### src/rpes_consts.svh
// rpes_consts.svh: offsets, field positions, reset values and widths of the port event status block.
// assumes: included by rpes_pkg.sv and rpes_top.sv, by bare name.
`ifndef RPES_CONSTS_SVH
`define RPES_CONSTS_SVH

// register byte offsets
`define RPES_OFF_PORT_STAT 12'h000
`define RPES_OFF_CSYM_STAT 12'h004
`define RPES_OFF_GLB_STAT 12'h008
`define RPES_OFF_INT_EN 12'h00C
`define RPES_OFF_PW_EN 12'h010
`define RPES_OFF_DEG_THR 12'h014
`define RPES_OFF_OUTQ_THR 12'h018
`define RPES_OFF_INQ_THR 12'h01C
`define RPES_OFF_RDR_THR 12'h020
`define RPES_OFF_ERR_CNT 12'h024
`define RPES_OFF_OUTQ_CNT 12'h028
`define RPES_OFF_INQ_CNT 12'h02C
`define RPES_OFF_RDR_CNT 12'h030

// port status bit positions; also used in the enable registers
`define RPES_BIT_DEG 0
`define RPES_BIT_OUTQ 1
`define RPES_BIT_INQ 2
`define RPES_BIT_RDR 3
`define RPES_BIT_RST 4
`define RPES_BIT_MC 5
// bit positions in control-symbol and global status registers
`define RPES_BIT_CS_MC 0
`define RPES_BIT_CS_RST 1

`define RPES_NEV 6
`define RPES_CNT_W 16
`define RPES_RST_SYM_RUN 3'h4

// reset values
`define RPES_RST_THR 16'hFFFF
`define RPES_RST_RDR_THR 16'hFFFF
`define RPES_RST_EN 6'h00

`endif

### src/rpes_pkg.sv
// rpes_pkg.sv: types of the port event status block.
// assumes: rpes_consts.svh is on the include path.
`include "rpes_consts.svh"

package rpes_pkg;

  typedef logic [`RPES_CNT_W-1:0] rpes_cnt_t;
  typedef logic [`RPES_NEV-1:0] rpes_ev_t;

  // apb slave phase
  typedef enum logic [1:0] {
    RPES_IDLE = 2'b01,
    RPES_ACC = 2'b10
  } rpes_apb_e;

endpackage : rpes_pkg

### src/rpes_top.sv
// rpes_top.sv: event detection, status recording and notification flags of one switch port.
// assumes: apb master on pclk; event strobes from the port logic are one-cycle, synchronous to pclk.
`timescale 1ns/1ps
`default_nettype none
`include "rpes_consts.svh"

// Functional notes
// raise degraded event when error rate count reaches the degraded threshold.
// degraded event sets output_degraded_flag; may interrupt and port-write.
// reset-request event after four consecutive reset symbols; interrupt only.
// reset event sets reset_symbol_seen_flag in control-symbol and global status.
// every multicast-event control symbol raises the multicast event; interrupt only.
// multicast event sets multicast_symbol_seen_flag in control-symbol and global status.
// count inbound queue exceedances; event when count reaches inbound threshold.
// inbound event sets inbound_congestion_flag; may interrupt and port-write.
// reorder event when reorder count reaches threshold; interrupt and port-write.
// reorder event sets reorder_threshold_flag.
// reorder threshold resets to 0xFFFF, suppressing the event; the code still raises it once the reorder count reaches 0xFFFF.
// count outbound queue exceedances; event at threshold; interrupt and port-write.
// no priority among events; each flagged independently.
// active-low interrupt output asserted while any enabled event is recorded.
module rpes_top
  import rpes_pkg::*;
(
  input wire logic pclk, // clock
  input wire logic presetn, // async reset, low
  input wire logic psel, // apb select
  input wire logic penable, // apb enable
  input wire logic pwrite, // apb direction
  input wire logic [11:0] paddr, // apb byte address
  input wire logic [31:0] pwdata, // apb write data
  output logic [31:0] prdata, // apb read data
  output logic pready, // apb ready
  output logic pslverr, // apb error
  input wire logic err_rate_inc, // error rate counter step
  input wire logic outq_exceed, // outbound queue over threshold
  input wire logic inq_exceed, // inbound queue over threshold
  input wire logic rdr_inc, // packet reordered
  input wire logic sym_valid, // control symbol received
  input wire logic sym_is_rst, // symbol is reset request
  input wire logic sym_is_mc, // symbol is multicast event
  output logic int_n, // interrupt, low
  output logic pw_req, // port-write request, level
  output logic [5:0] event_pulse // raw event strobes
);

  ////////////////////////////////////////////////////////////////////////////
  function automatic logic hit(input logic [11:0] a, input logic [11:0] off);
    hit = (a == off);
  endfunction : hit

  // counts saturate at all ones; a hit clears the count
  function automatic rpes_cnt_t cnt_step(input rpes_cnt_t c, input logic inc, input logic clr);
    if (clr)
      cnt_step = '0;
    else if (inc && c != `RPES_RST_THR)
      cnt_step = c + 16'h0001;
    else
      cnt_step = c;
  endfunction : cnt_step

  ////////////////////////////////////////////////////////////////////////////
  rpes_apb_e ph_q, ph_d;
  logic [31:0] prdata_q, prdata_d;
  logic pready_q, pready_d;
  logic pslverr_q, pslverr_d;
  rpes_ev_t stat_q, stat_d;
  logic [1:0] csym_q, csym_d;
  logic [1:0] glb_q, glb_d;
  rpes_ev_t int_en_q, int_en_d;
  rpes_ev_t pw_en_q, pw_en_d;
  rpes_cnt_t thr_q [4];
  rpes_cnt_t thr_d [4];
  rpes_cnt_t cnt_q [4];
  rpes_cnt_t cnt_d [4];
  logic [2:0] rst_run_q, rst_run_d;
  logic int_n_q, int_n_d;
  logic pw_q, pw_d;
  rpes_ev_t ev_q, ev_d;
  logic [3:0] cnt_inc;
  logic [3:0] cnt_hit;
  rpes_ev_t ev;
  logic wr;
  logic [31:0] wclr;
  logic mapped;

  assign wr = psel && penable && pwrite && ph_q == RPES_ACC;
  // write data doubles as the clear mask of the status registers
  assign wclr = wr ? pwdata : 32'h0000_0000;
  assign cnt_inc = {rdr_inc, inq_exceed, outq_exceed, err_rate_inc};

  ////////////////////////////////////////////////////////////////////////////
  // threshold counters: 0 error rate, 1 outbound, 2 inbound, 3 reorder
  genvar gi;
  generate
    for (gi = 0; gi < 4; gi++)
    begin : g_cnt
      always_comb
      begin
        // zero threshold never fires; a saturated count would wrap onto it
        cnt_hit[gi] = cnt_inc[gi] && thr_q[gi] != 16'h0000 && cnt_q[gi] + 16'h0001 == thr_q[gi];
        cnt_d[gi] = cnt_step(cnt_q[gi], cnt_inc[gi], cnt_hit[gi]);
        if (wr && hit(paddr, 12'(`RPES_OFF_ERR_CNT + 4 * gi)))
          cnt_d[gi] = pwdata[15:0];
      end
    end
  endgenerate

  ////////////////////////////////////////////////////////////////////////////
  // reset symbol run and event vector
  // any other symbol breaks the run; it restarts after firing
  always_comb
  begin
    rst_run_d = rst_run_q;
    if (sym_valid)
    begin
      if (!sym_is_rst)
        rst_run_d = 3'h0;
      else if (rst_run_q == `RPES_RST_SYM_RUN - 3'h1)
        rst_run_d = 3'h0;
      else
        rst_run_d = rst_run_q + 3'h1;
    end
    ev = '0;
    ev[`RPES_BIT_DEG] = cnt_hit[0];
    ev[`RPES_BIT_OUTQ] = cnt_hit[1];
    ev[`RPES_BIT_INQ] = cnt_hit[2];
    ev[`RPES_BIT_RDR] = cnt_hit[3];
    ev[`RPES_BIT_RST] = sym_valid && sym_is_rst && rst_run_q == `RPES_RST_SYM_RUN - 3'h1;
    ev[`RPES_BIT_MC] = sym_valid && sym_is_mc;
  end

  ////////////////////////////////////////////////////////////////////////////
  // status: write one to clear, set wins
  always_comb
  begin
    stat_d = (stat_q & ~wclr[5:0]) | ev;
    csym_d = csym_q;
    glb_d = glb_q;
    if (hit(paddr, `RPES_OFF_CSYM_STAT))
      csym_d = csym_q & ~wclr[1:0];
    if (hit(paddr, `RPES_OFF_GLB_STAT))
      glb_d = glb_q & ~wclr[1:0];
    if (!hit(paddr, `RPES_OFF_PORT_STAT))
      stat_d = stat_q | ev;
    csym_d[`RPES_BIT_CS_RST] = csym_d[`RPES_BIT_CS_RST] | ev[`RPES_BIT_RST];
    glb_d[`RPES_BIT_CS_RST] = glb_d[`RPES_BIT_CS_RST] | ev[`RPES_BIT_RST];
    csym_d[`RPES_BIT_CS_MC] = csym_d[`RPES_BIT_CS_MC] | ev[`RPES_BIT_MC];
    glb_d[`RPES_BIT_CS_MC] = glb_d[`RPES_BIT_CS_MC] | ev[`RPES_BIT_MC];
    int_n_d = ~|(stat_d & int_en_q);
    // reset and multicast events never port-write
    pw_d = |(stat_d & pw_en_q & 6'h0F);
    ev_d = ev;
  end

  ////////////////////////////////////////////////////////////////////////////
  // apb slave: one wait state, answer in the second access cycle
  // reads are captured when the access is taken, so prdata stands with pready
  // writes land at the edge that ends the pready cycle
  always_comb
  begin
    ph_d = ph_q;
    pready_d = 1'b0;
    pslverr_d = 1'b0;
    prdata_d = prdata_q;
    int_en_d = int_en_q;
    pw_en_d = pw_en_q;
    for (int i = 0; i < 4; i++)
      thr_d[i] = thr_q[i];
    mapped = paddr[11:2] <= 10'(`RPES_OFF_RDR_CNT >> 2) && paddr[1:0] == 2'b00;
    case (ph_q)
      RPES_IDLE:
      begin
        if (psel && penable && !pready_q)
        begin
          ph_d = RPES_ACC;
          pready_d = 1'b1;
          pslverr_d = !mapped;
          prdata_d = 32'h0000_0000;
          if (!pwrite && mapped)
          begin
            if (hit(paddr, `RPES_OFF_PORT_STAT)) prdata_d = {26'h0, stat_q};
            if (hit(paddr, `RPES_OFF_CSYM_STAT)) prdata_d = {30'h0, csym_q};
            if (hit(paddr, `RPES_OFF_GLB_STAT)) prdata_d = {30'h0, glb_q};
            if (hit(paddr, `RPES_OFF_INT_EN)) prdata_d = {26'h0, int_en_q};
            if (hit(paddr, `RPES_OFF_PW_EN)) prdata_d = {26'h0, pw_en_q};
            for (int i = 0; i < 4; i++)
            begin
              if (hit(paddr, 12'(`RPES_OFF_DEG_THR + 4 * i))) prdata_d = {16'h0, thr_q[i]};
              if (hit(paddr, 12'(`RPES_OFF_ERR_CNT + 4 * i))) prdata_d = {16'h0, cnt_q[i]};
            end
          end
        end
      end
      RPES_ACC:
      begin
        ph_d = RPES_IDLE;
        if (wr && mapped)
        begin
          if (hit(paddr, `RPES_OFF_INT_EN)) int_en_d = pwdata[5:0];
          if (hit(paddr, `RPES_OFF_PW_EN)) pw_en_d = pwdata[5:0];
          for (int i = 0; i < 4; i++)
            if (hit(paddr, 12'(`RPES_OFF_DEG_THR + 4 * i)))
              thr_d[i] = pwdata[15:0];
        end
      end
      default:
        ph_d = RPES_IDLE;
    endcase
  end

  ////////////////////////////////////////////////////////////////////////////
  // counter registers
  always_ff @(posedge pclk or negedge presetn)
  begin
    if (!presetn)
    begin
      for (int i = 0; i < 4; i++)
        cnt_q[i] <= '0;
    end
    else
    begin
      cnt_q <= cnt_d;
    end
  end

  ////////////////////////////////////////////////////////////////////////////
  // reset symbol run register
  always_ff @(posedge pclk or negedge presetn)
  begin
    if (!presetn)
    begin
      rst_run_q <= 3'h0;
    end
    else
    begin
      rst_run_q <= rst_run_d;
    end
  end

  ////////////////////////////////////////////////////////////////////////////
  // status and notification registers
  always_ff @(posedge pclk or negedge presetn)
  begin
    if (!presetn)
    begin
      stat_q <= '0;
      csym_q <= 2'h0;
      glb_q <= 2'h0;
      int_n_q <= 1'b1;
      pw_q <= 1'b0;
      ev_q <= '0;
    end
    else
    begin
      stat_q <= stat_d;
      csym_q <= csym_d;
      glb_q <= glb_d;
      int_n_q <= int_n_d;
      pw_q <= pw_d;
      ev_q <= ev_d;
    end
  end

  ////////////////////////////////////////////////////////////////////////////
  // apb and configuration registers
  always_ff @(posedge pclk or negedge presetn)
  begin
    if (!presetn)
    begin
      ph_q <= RPES_IDLE;
      prdata_q <= 32'h0000_0000;
      pready_q <= 1'b0;
      pslverr_q <= 1'b0;
      int_en_q <= `RPES_RST_EN;
      pw_en_q <= `RPES_RST_EN;
      for (int i = 0; i < 3; i++)
        thr_q[i] <= `RPES_RST_THR;
      thr_q[3] <= `RPES_RST_RDR_THR;
    end
    else
    begin
      ph_q <= ph_d;
      prdata_q <= prdata_d;
      pready_q <= pready_d;
      pslverr_q <= pslverr_d;
      int_en_q <= int_en_d;
      pw_en_q <= pw_en_d;
      thr_q <= thr_d;
    end
  end

  // every output straight from a flop
  assign prdata = prdata_q;
  assign pready = pready_q;
  assign pslverr = pslverr_q;
  assign int_n = int_n_q;
  assign pw_req = pw_q;
  assign event_pulse = ev_q;

endmodule : rpes_top
`default_nettype wire

### config.mk
export PLATFORM = sky130hd
export DESIGN_NAME = rpes_top
export DESIGN_NICKNAME = d
export VERILOG_FILES = /design/src/rpes_pkg.sv /design/src/rpes_top.sv
export VERILOG_INCLUDE_DIRS = /design/src
export SDC_FILE = /design/constraint.sdc
export NUM_CORES = 1
export LEC_CHECK = 0
export BUFFER_PORTS_ARGS = -buffer_cell sky130_fd_sc_hd__clkbuf_2
export CAP_MARGIN = 30
export CELL_PAD_IN_SITES_DETAIL_PLACEMENT = 1
export CELL_PAD_IN_SITES_GLOBAL_PLACEMENT = 2
export CORE_ASPECT_RATIO = 0.7
export CORE_MARGIN = 3
export CORE_UTILIZATION = 38
export DETAILED_ROUTE_END_ITERATION = 8
export PLACE_DENSITY_LB_ADDON = 0.1
export SETUP_SLACK_MARGIN = 0.3
export SLEW_MARGIN = 20
export SYNTH_ARGS = -nofsm -noshare
export SYNTH_HDL_FRONTEND = slang
export SYNTH_SLANG_ARGS = --single-unit
### constraint.sdc
create_clock -name pclk -period 3.6 [get_ports pclk]
set_clock_uncertainty 0.1 [all_clocks]
set_input_delay 0.36 -clock pclk [delete_from_list [all_inputs] [get_ports pclk]]
set_output_delay 0.36 -clock pclk [all_outputs]
set_load 0.05 [all_outputs]
==> flow_summary_export.csv, run 1 <==
group,metric,value,unit
status,status,"finished clean",
synthesis,syn_avg_cell_area,9.27,sq um
min_path,min_to,"rst_run_q[0]$_DFFE_PN0P_",
clock_network,cts_tree,"built",
job,maxCapViolCount,0,
synthesis,synth_warnings,0,
die,start_util,0.387,
global_routing,antenna_found_initial,3,
placed_design,placed_cell_area,12700,sq um
final_layout,fin_area,13300,sq um
worst_setup_path,path_cells,"ha_1 > buf_4 > and3_1 > o211ai_1 > a2111oi_0 > nand2_1 > nand4b_1 > o31ai_1 > a221o_1 > a221o_1",
final_layout,register_area,4610,sq um
clock_network,cts.htree.levels,4,
sta,slew_headroom,0.414,
clock_network,cts_made_buffers,17,
worst_setup_path,rrSetupSlack,0.40,ns
routing,routed_wl,44900,microns
worst_setup_path,r2r_cells,10,
global_routing,met3_usage,0.0576,
sta,layout_setup_ws,0.403,ns
die,die_y,153,microns
min_path,hp-start,"sym_valid",
clock_network,clock_latency,0.46,ns
die,dieArea,32900,sq um
worst_setup_path,crit_path_max_incr_delay,0.76,ns
clock_network,root_buffer,"clkbuf_16",
worst_setup_path,crit_arrival,3.49,ns
worst_setup_path,reg2reg_from,"cnt_q[32]$_DFFE_PN0P_",
sta,hold_viol_final,0,
sta,rsz0062_at_grt,"no",
sta,period_share,0.888,
sta,setup_viol,0,
final_layout,multi_input_area,6600,sq um
final_layout,drive_gt1_frac,0.261,
final_layout,fill_cells,3451,
die,row_count,53,
sta,max_clock_freq,313,MHz
power,p_leak,5.41,nW
final_layout,syn_to_final_growth,14.2,%
worst_setup_path,r2r-end,"pw_req$_DFF_PN0_",
global_routing,grtUsageMet2,0.392,
global_routing,grt.total_usage,0.273,
sta,whs,0.0975,ns
global_routing,busiest_layer,"met1",
die,core_area,30200,sq um
worst_setup_path,cp.required,3.90,ns
clock_network,cts.path.max_buffers,2,
routing,drc,0,
worst_setup_path,crit_cells,10,
worst_setup_path,worst-path-buf-inv,1,
synthesis,yosys-top-cells-area,"dfrtp_1 25%, dfstp_2 15%, mux2_2 7.3%",
clock_network,clk_pin_slew,0.07,ns
sta,tightestPinTransition,0.871,ns
worst_setup_path,critPathMostFrequentCell,"a221o_1",
placed_design,hpwlAfterDp,33200,microns
final_layout,final_core_util,0.442,
placed_design,port_buffers,65,
synthesis,yosysTopAreaCell,"dfrtp_1",
placed_design,place.gp.congestion,0.893,
synthesis,seq_area_frac_synth,0.395,
final_layout,layout.nets,1390,
worst_setup_path,crit_family,"compound AO/OA/AOI/OAI gates",
routing,post_drt_wl_per_cell,25.6,microns
final_layout,antennaDiodeCount,0,
worst_setup_path,critical_path.startpoint_type,"flip-flop",
global_routing,grt_max_degree,75,
global_routing,grt_pass1_wl,67900,microns
synthesis,synth_commonest_cells,"142 x nand2_1, 115 x dfrtp_1, 76 x mux2_2",
synthesis,synth_flop_cell,"dfrtp_1",
global_routing,grt_overflow_total,0,
synthesis,postSynthCellCount,1261,
synthesis,synth_most_common_cell,"nand2_1",
routing,first_pass_iters,7,
worst_setup_path,crit_type,"flip-flop to flip-flop",
sta,min_period,3.20,ns
clock_network,clock-sinks,181,
power,ir_drop,0.256,mV
sta,fin_setup_tns,0,ns
die,die_w,216,microns
placed_design,dp_slack,0.333,ns
min_path,min_path_type,"input pin to flip-flop",
synthesis,synthesis.area,11700,sq um
min_path,hold_depth,2,
routing,vias,10400,
synthesis,synth-edff-count,0,
routing,ant_nets,0,
global_routing,grt_pass1_vias,10400,
routing,drt-initial-drc-count,1018,
synthesis,ys_types,74,
global_routing,met1_usage,0.424,
synthesis,synth-seq-cells,181,
worst_setup_path,crit_path_end_kind,"flip-flop",
sta,drv_slew,0,
synthesis,async_reset_ff_frac,1.00,
routing,vias_per_cell,5.95,
power,power.density,442,nW/um^2
synthesis,synth_top_area_share,0.246,
die,io_pins,98,
worst_setup_path,cp_slowest_cell,"o31ai_1",
worst_setup_path,critPathMaxFanout,6,
through the flow:
stage | std cells | total power, mW
floorplan | 1276 | 3.38
global placement | 1719 | 3.93
detailed placement | 1721 | 3.96
CTS | 1754 | 5.92
global route | 1754 | 6.17
finish | 1754 | 5.89
cell type report:
class,count,area share
inverters,20,0.00563
clock inverters,14,0.0105
clock buffers,18,0.0329
well taps,412,0.0386
repair buffers,143,0.0723
multi-input cells,966,0.494
flip-flops and latches,181,0.346
kinds of logic after synthesis:
logic type / count (synthesis) / synth area share
fa+ha+maj: 5 / 0.00535
flops: 181 / 0.395
xor+xnor: 130 / 0.0974
mux: 89 / 0.0865
other cells: 1 / 0.000321
compound gates: 285 / 0.173
simple gates: 441 / 0.194
buf+inv: 129 / 0.0489
worst register-to-register path, cell delays in order, from the launching register on:
cell and delay [ns]:
dfrtp_1 0.51, ha_1 0.23, buf_4 0.15, and3_1 0.22
o211ai_1 0.10, a2111oi_0 0.35, nand2_1 0.08, nand4b_1 0.26
o31ai_1 0.76, a221o_1 0.27, a221o_1 0.11
power breakdown:
part	switching [mW]	internal [mW]	total [mW]
Clock	0.933	0.992	1.92
Sequential	0.229	2.19	2.42
Combinational	0.930	0.614	1.54
Total	2.09	3.80	5.89
repair_timing:
item,4_1_cts,5_1_grt
hold buffers,1,0
buffers inserted,0,0
hold endpoints to repair,33,0
gates resized for setup,0,1
setup endpoints to repair,0,11
cell usage in the layout, fill, tap and decap left out, types with 10 or more instances in the layout:
| master | synthesis | layout |
|---|---|---|
| nand2_1 | 142 | 142 |
| dfrtp_1 | 115 | 115 |
| mux2_2 | 76 | 76 |
| xnor2_1 | 74 | 74 |
| buf_4 | 16 | 73 |
| dfstp_2 | 66 | 66 |
| nor2_1 | 68 | 65 |
| clkbuf_2 | 1 | 64 |
| xor2_1 | 56 | 56 |
| o31ai_1 | 51 | 51 |
| o21ai_0 | 45 | 45 |
| nand3_1 | 44 | 44 |
| a21oi_1 | 34 | 34 |
| a22oi_1 | 29 | 29 |
| nor3_1 | 29 | 28 |
| nor4_1 | 26 | 26 |
| nand4_1 | 25 | 25 |
| a31oi_1 | 24 | 24 |
| and3_1 | 22 | 22 |
| inv_1 | 20 | 20 |
| a221oi_1 | 19 | 19 |
| clkbuf_16 | 0 | 17 |
| conb_1 | 1 | 16 |
| or2_2 | 11 | 11 |
| mux2i_1 | 11 | 11 |
| nor2b_1 | 11 | 11 |
| o221ai_1 | 11 | 11 |
| and4_1 | 10 | 10 |
| nand2b_1 | 10 | 10 |
how the worst max path moves through the flow:
stage                                         to  slack (ns)             startpoint
after floorplan             cnt_q[4]$_DFFE_PN0P_        0.70   cnt_q[1]$_DFFE_PN0P_
after global placement     cnt_q[39]$_DFFE_PN0P_        0.30  cnt_q[40]$_DFFE_PN0P_
after detailed placement  prdata[14]$_DFFE_PN0P_        0.33               paddr[1]
after CTS                  cnt_q[30]$_DFFE_PN0P_        0.44  cnt_q[21]$_DFFE_PN0P_
after global routing            pw_req$_DFF_PN0_        0.31  cnt_q[32]$_DFFE_PN0P_
final                           pw_req$_DFF_PN0_        0.40  cnt_q[32]$_DFFE_PN0P_
per-layer routing:
metal	wire length [microns]	share of wire	vias up
met2	19000	0.42	245
met3	2530	0.056	34
met4	527	0.012	0
met5	0	0	-
met1	22800	0.51	5382
li1	-	-	4769
flip-flops by register name (all words and copies together) (netlist names):
name         count
cnt_q           64
thr_q           64
prdata          16
event_pulse      6
int_en_q         6
pw_en_q          6
stat_q           6
rst_run_q        3
csym_q           2
glb_q            2
ph_q             2
int_n            1
pready           1
pslverr          1
pw_req           1
No activity file was read; power rests on OpenSTA's default activity.
==> inputs of run 2 (changes only) <==
ABC_AREA = 1   (was not set)
CORE_UTILIZATION = 34   (was 38)
==> run 2 against run 1 <==
Effect of this change: sequential cell count unchanged; clock power grew 8%; global-route usage is 1.0 points higher; synthesized cell count increased by 55%; non-clock buffer count shrank 27; sequential share of layout area decreased by 2.5 points; via count rose by 32%; largest power group unchanged.
==> flow_summary_export.csv, run 2 <==
group,metric,value,unit
routing,first_pass_iters,5,
global_routing,grt_max_degree,68,
die,row_count,58,
synthesis,synth_most_common_cell,"nand2_1",
synthesis,synth_commonest_cells,"619 x nand2_1, 242 x inv_1, 194 x nand3_1",
routing,drt-initial-drc-count,1205,
routing,vias_per_cell,5.49,
final_layout,layout.nets,2082,
worst_setup_path,path_cells,"ha_1 > nand2_1 > nor2_2 > nand4_1 > nand2_1 > nand2_1 > nand2_1 > nand3_1 > nor2_2 > nand4_4 > nor2b_1 > buf_4 > nand3_1 > nand3_1",
worst_setup_path,rrSetupSlack,0.56,ns
die,dieArea,40000,sq um
global_routing,grt_overflow_total,0,
sta,slew_headroom,0.395,
worst_setup_path,crit_path_max_incr_delay,0.37,ns
placed_design,port_buffers,65,
worst_setup_path,crit_start,"cnt_q[0]$_DFFE_PN0P_",
power,p_int,3.77,mW
global_routing,grt_pass1_vias,13500,
worst_setup_path,crit_type,"flip-flop to flip-flop",
synthesis,synth_top_area_share,0.225,
clock_network,post_cts_buffers,0,
sta,drv_slew,0,
routing,post_drt_wl_per_cell,22.5,microns
die,core_area,36500,sq um
power,swShare,0.362,
synthesis,syn_avg_cell_area,6.54,sq um
sta,period_share,0.845,
power,pwr-share-clk,0.352,
global_routing,grt.total_usage,0.284,
power,ir_drop,0.337,mV
routing,ant_nets,0,
worst_setup_path,r2r-end,"cnt_q[9]$_DFFE_PN0P_",
synthesis,yosys-top-cells-area,"dfrtp_1 23%, nand2_1 18%, dfstp_2 14%",
final_layout,mostFrequentLayoutCell,"nand2_1",
clock_network,root_buffer,"clkbuf_16",
final_layout,antennaDiodeCount,0,
global_routing,grt_pass1_wl,85600,microns
sta,min_period,3.04,ns
die,io_pins,98,
die,die_w,238,microns
clock_network,clock_latency,0.47,ns
final_layout,final_cell_mix,"619 x nand2_1, 242 x inv_1, 194 x nand3_1",
final_layout,syn_to_final_growth,12.4,%
synthesis,ys_types,53,
worst_setup_path,crit_arrival,3.27,ns
job,maxCapViolCount,0,
worst_setup_path,critical_path.startpoint_type,"flip-flop",
synthesis,synth_flop_cell,"dfrtp_1",
worst_setup_path,cp_slowest_cell,"dfrtp_1",
synthesis,synth-seq-cells,181,
routing,routed_wl,56600,microns
sta,max_clock_freq,329,MHz
clock_network,cts.htree.levels,4,
power,p_leak,6.82,nW
worst_setup_path,r2r_cells,14,
power,power.density,411,nW/um^2
sta,hold_viol_final,0,
synthesis,synth-edff-count,0,
sta,setup_viol,0,
clock_network,clock-sinks,181,
placed_design,place.gp.congestion,0.957,
worst_setup_path,critPathMaxFanout,10,
routing,drc,0,
worst_setup_path,worst-path-buf-inv,1,
final_layout,final_core_util,0.394,
routing,vias,13800,
power,seqPwrFrac,0.408,
synthesis,async_reset_ff_frac,1.00,
die,die_y,168,microns
sta,tightestPinTransition,0.899,ns
worst_setup_path,critPathMostFrequentCell,"nand2_1",
min_path,hp-start,"pwdata[15]",
synthesis,postSynthCellCount,1956,
min_path,hold_depth,3,
die,start_util,0.350,
sta,fin_setup_tns,0,ns
clock_network,cts.path.max_buffers,2,
sta,rsz0062_at_grt,"no",
final_layout,drive_gt1_frac,0.125,
worst_setup_path,crit_path_end_kind,"flip-flop",
min_path,min_path_type,"input pin to flip-flop",
synthesis,yosysTopAreaCell,"dfrtp_1",
clock_network,cts_tree,"built",
synthesis,synth_warnings,0,
synthesis,synthesis.area,12800,sq um
clock_network,clk_pin_slew,0.08,ns
worst_setup_path,crit_family,"simple AND/OR/NAND/NOR gates",
min_path,min_to,"cnt_q[15]$_DFFE_PN0P_",
power,netSwitchingPower,2.14,mW
placed_design,hpwlAfterDp,44000,microns
status,status,"finished clean",
clock_network,cts_made_buffers,17,
synthesis,seq_area_frac_synth,0.361,
global_routing,antenna_found_initial,3,
worst_setup_path,reg2reg_from,"cnt_q[0]$_DFFE_PN0P_",
power,comb_power_share,0.240,
worst_setup_path,cp.required,3.83,ns
run 2: cell count changes after synthesis, sizes merged, moves of 29 or more:
cell,delta
a22oi,-29
inv,+226
mux2,-76
nand2,+483
nand3,+155
nand4,+70
nor2,+100
o21ai,+138
o31ai,-44
xnor2,-72
xor2,-46
run 2: power by group through the flow:
stage	sequential [mW]	combinational [mW]	clock, mW
final	2.41	1.41	2.08
after global placement	2.43	1.36	0
after floorplan	2.35	0.968	0
after CTS	2.40	1.40	2.14
after detailed placement	2.43	1.39	0
after global routing	2.43	1.59	2.20
run 2: cell families after synthesis:
group,count (synthesis),share of synthesized area
AOI/OAI and AO/OA,275,0.118
xor gates and xnor gates,16,0.0153
adders and majority gates,5,0.00489
buffers and inverters,335,0.107
DFF,181,0.361
other,1,0.000293
and+or+nand+nor,1143,0.394
run 2: tightest hold or removal path, delay by kind of cell:
kind / cells / cell delay (ns)
buffers and inverters: 1 / 0.09
AND/OR/NAND/NOR: 2 / 0.12
run 2: how the worst max path moves through the flow:
stage                                        to  slack (ns)  cells after the start
after floorplan           cnt_q[19]$_DFFE_PN0P_        1.23                     14
after global placement          int_n$_DFF_PN1_        0.49                     15
after detailed placement  cnt_q[32]$_DFFE_PN0P_        0.43                     16
after CTS                 cnt_q[32]$_DFFE_PN0P_        0.39                     16
after global routing      cnt_q[16]$_DFFE_PN0P_        0.35                     12
final                      cnt_q[9]$_DFFE_PN0P_        0.56                     14
run 2: through the flow:
step                      area [sq um]  setup WS, ns  hold slack (ns)  instances  total power [mW]
after floorplan                  12800          1.23          -0.0356       1971              3.32
after CTS                        14400         0.389           0.0167       2513              5.94
final                            14400         0.559           0.0253       2513              5.91
after global routing             14400         0.352           0.0500       2513              6.23
after global placement           13700         0.485            0.312       2481              3.79
after detailed placement         13700         0.427            0.322       2481              3.82
run 2: per-layer routing:
metal,vias to the layer above,global-route usage,part of all wire
met4,2,0.0531,0.013
met1,6900,0.448,0.52
li1,6500,-,-
met2,354,0.396,0.40
met3,40,0.0563,0.067
met5,-,0,0.00019
run 2: final cells by class:
type | count | area (sq um)
inverters | 250 | 938
clock inverters | 10 | 145
multi-input cells | 1455 | 6880
clock buffers | 21 | 470
flip-flops and latches | 181 | 4610
fillers | 4776 | 22100
repair buffers | 116 | 732
well taps | 480 | 601
run 2: repair_timing:
item,4_1_cts,5_1_grt
hold endpoints to repair,32,0
hold buffers,1,0
endpoints found under the setup margin,0,18
gates resized for setup,0,3
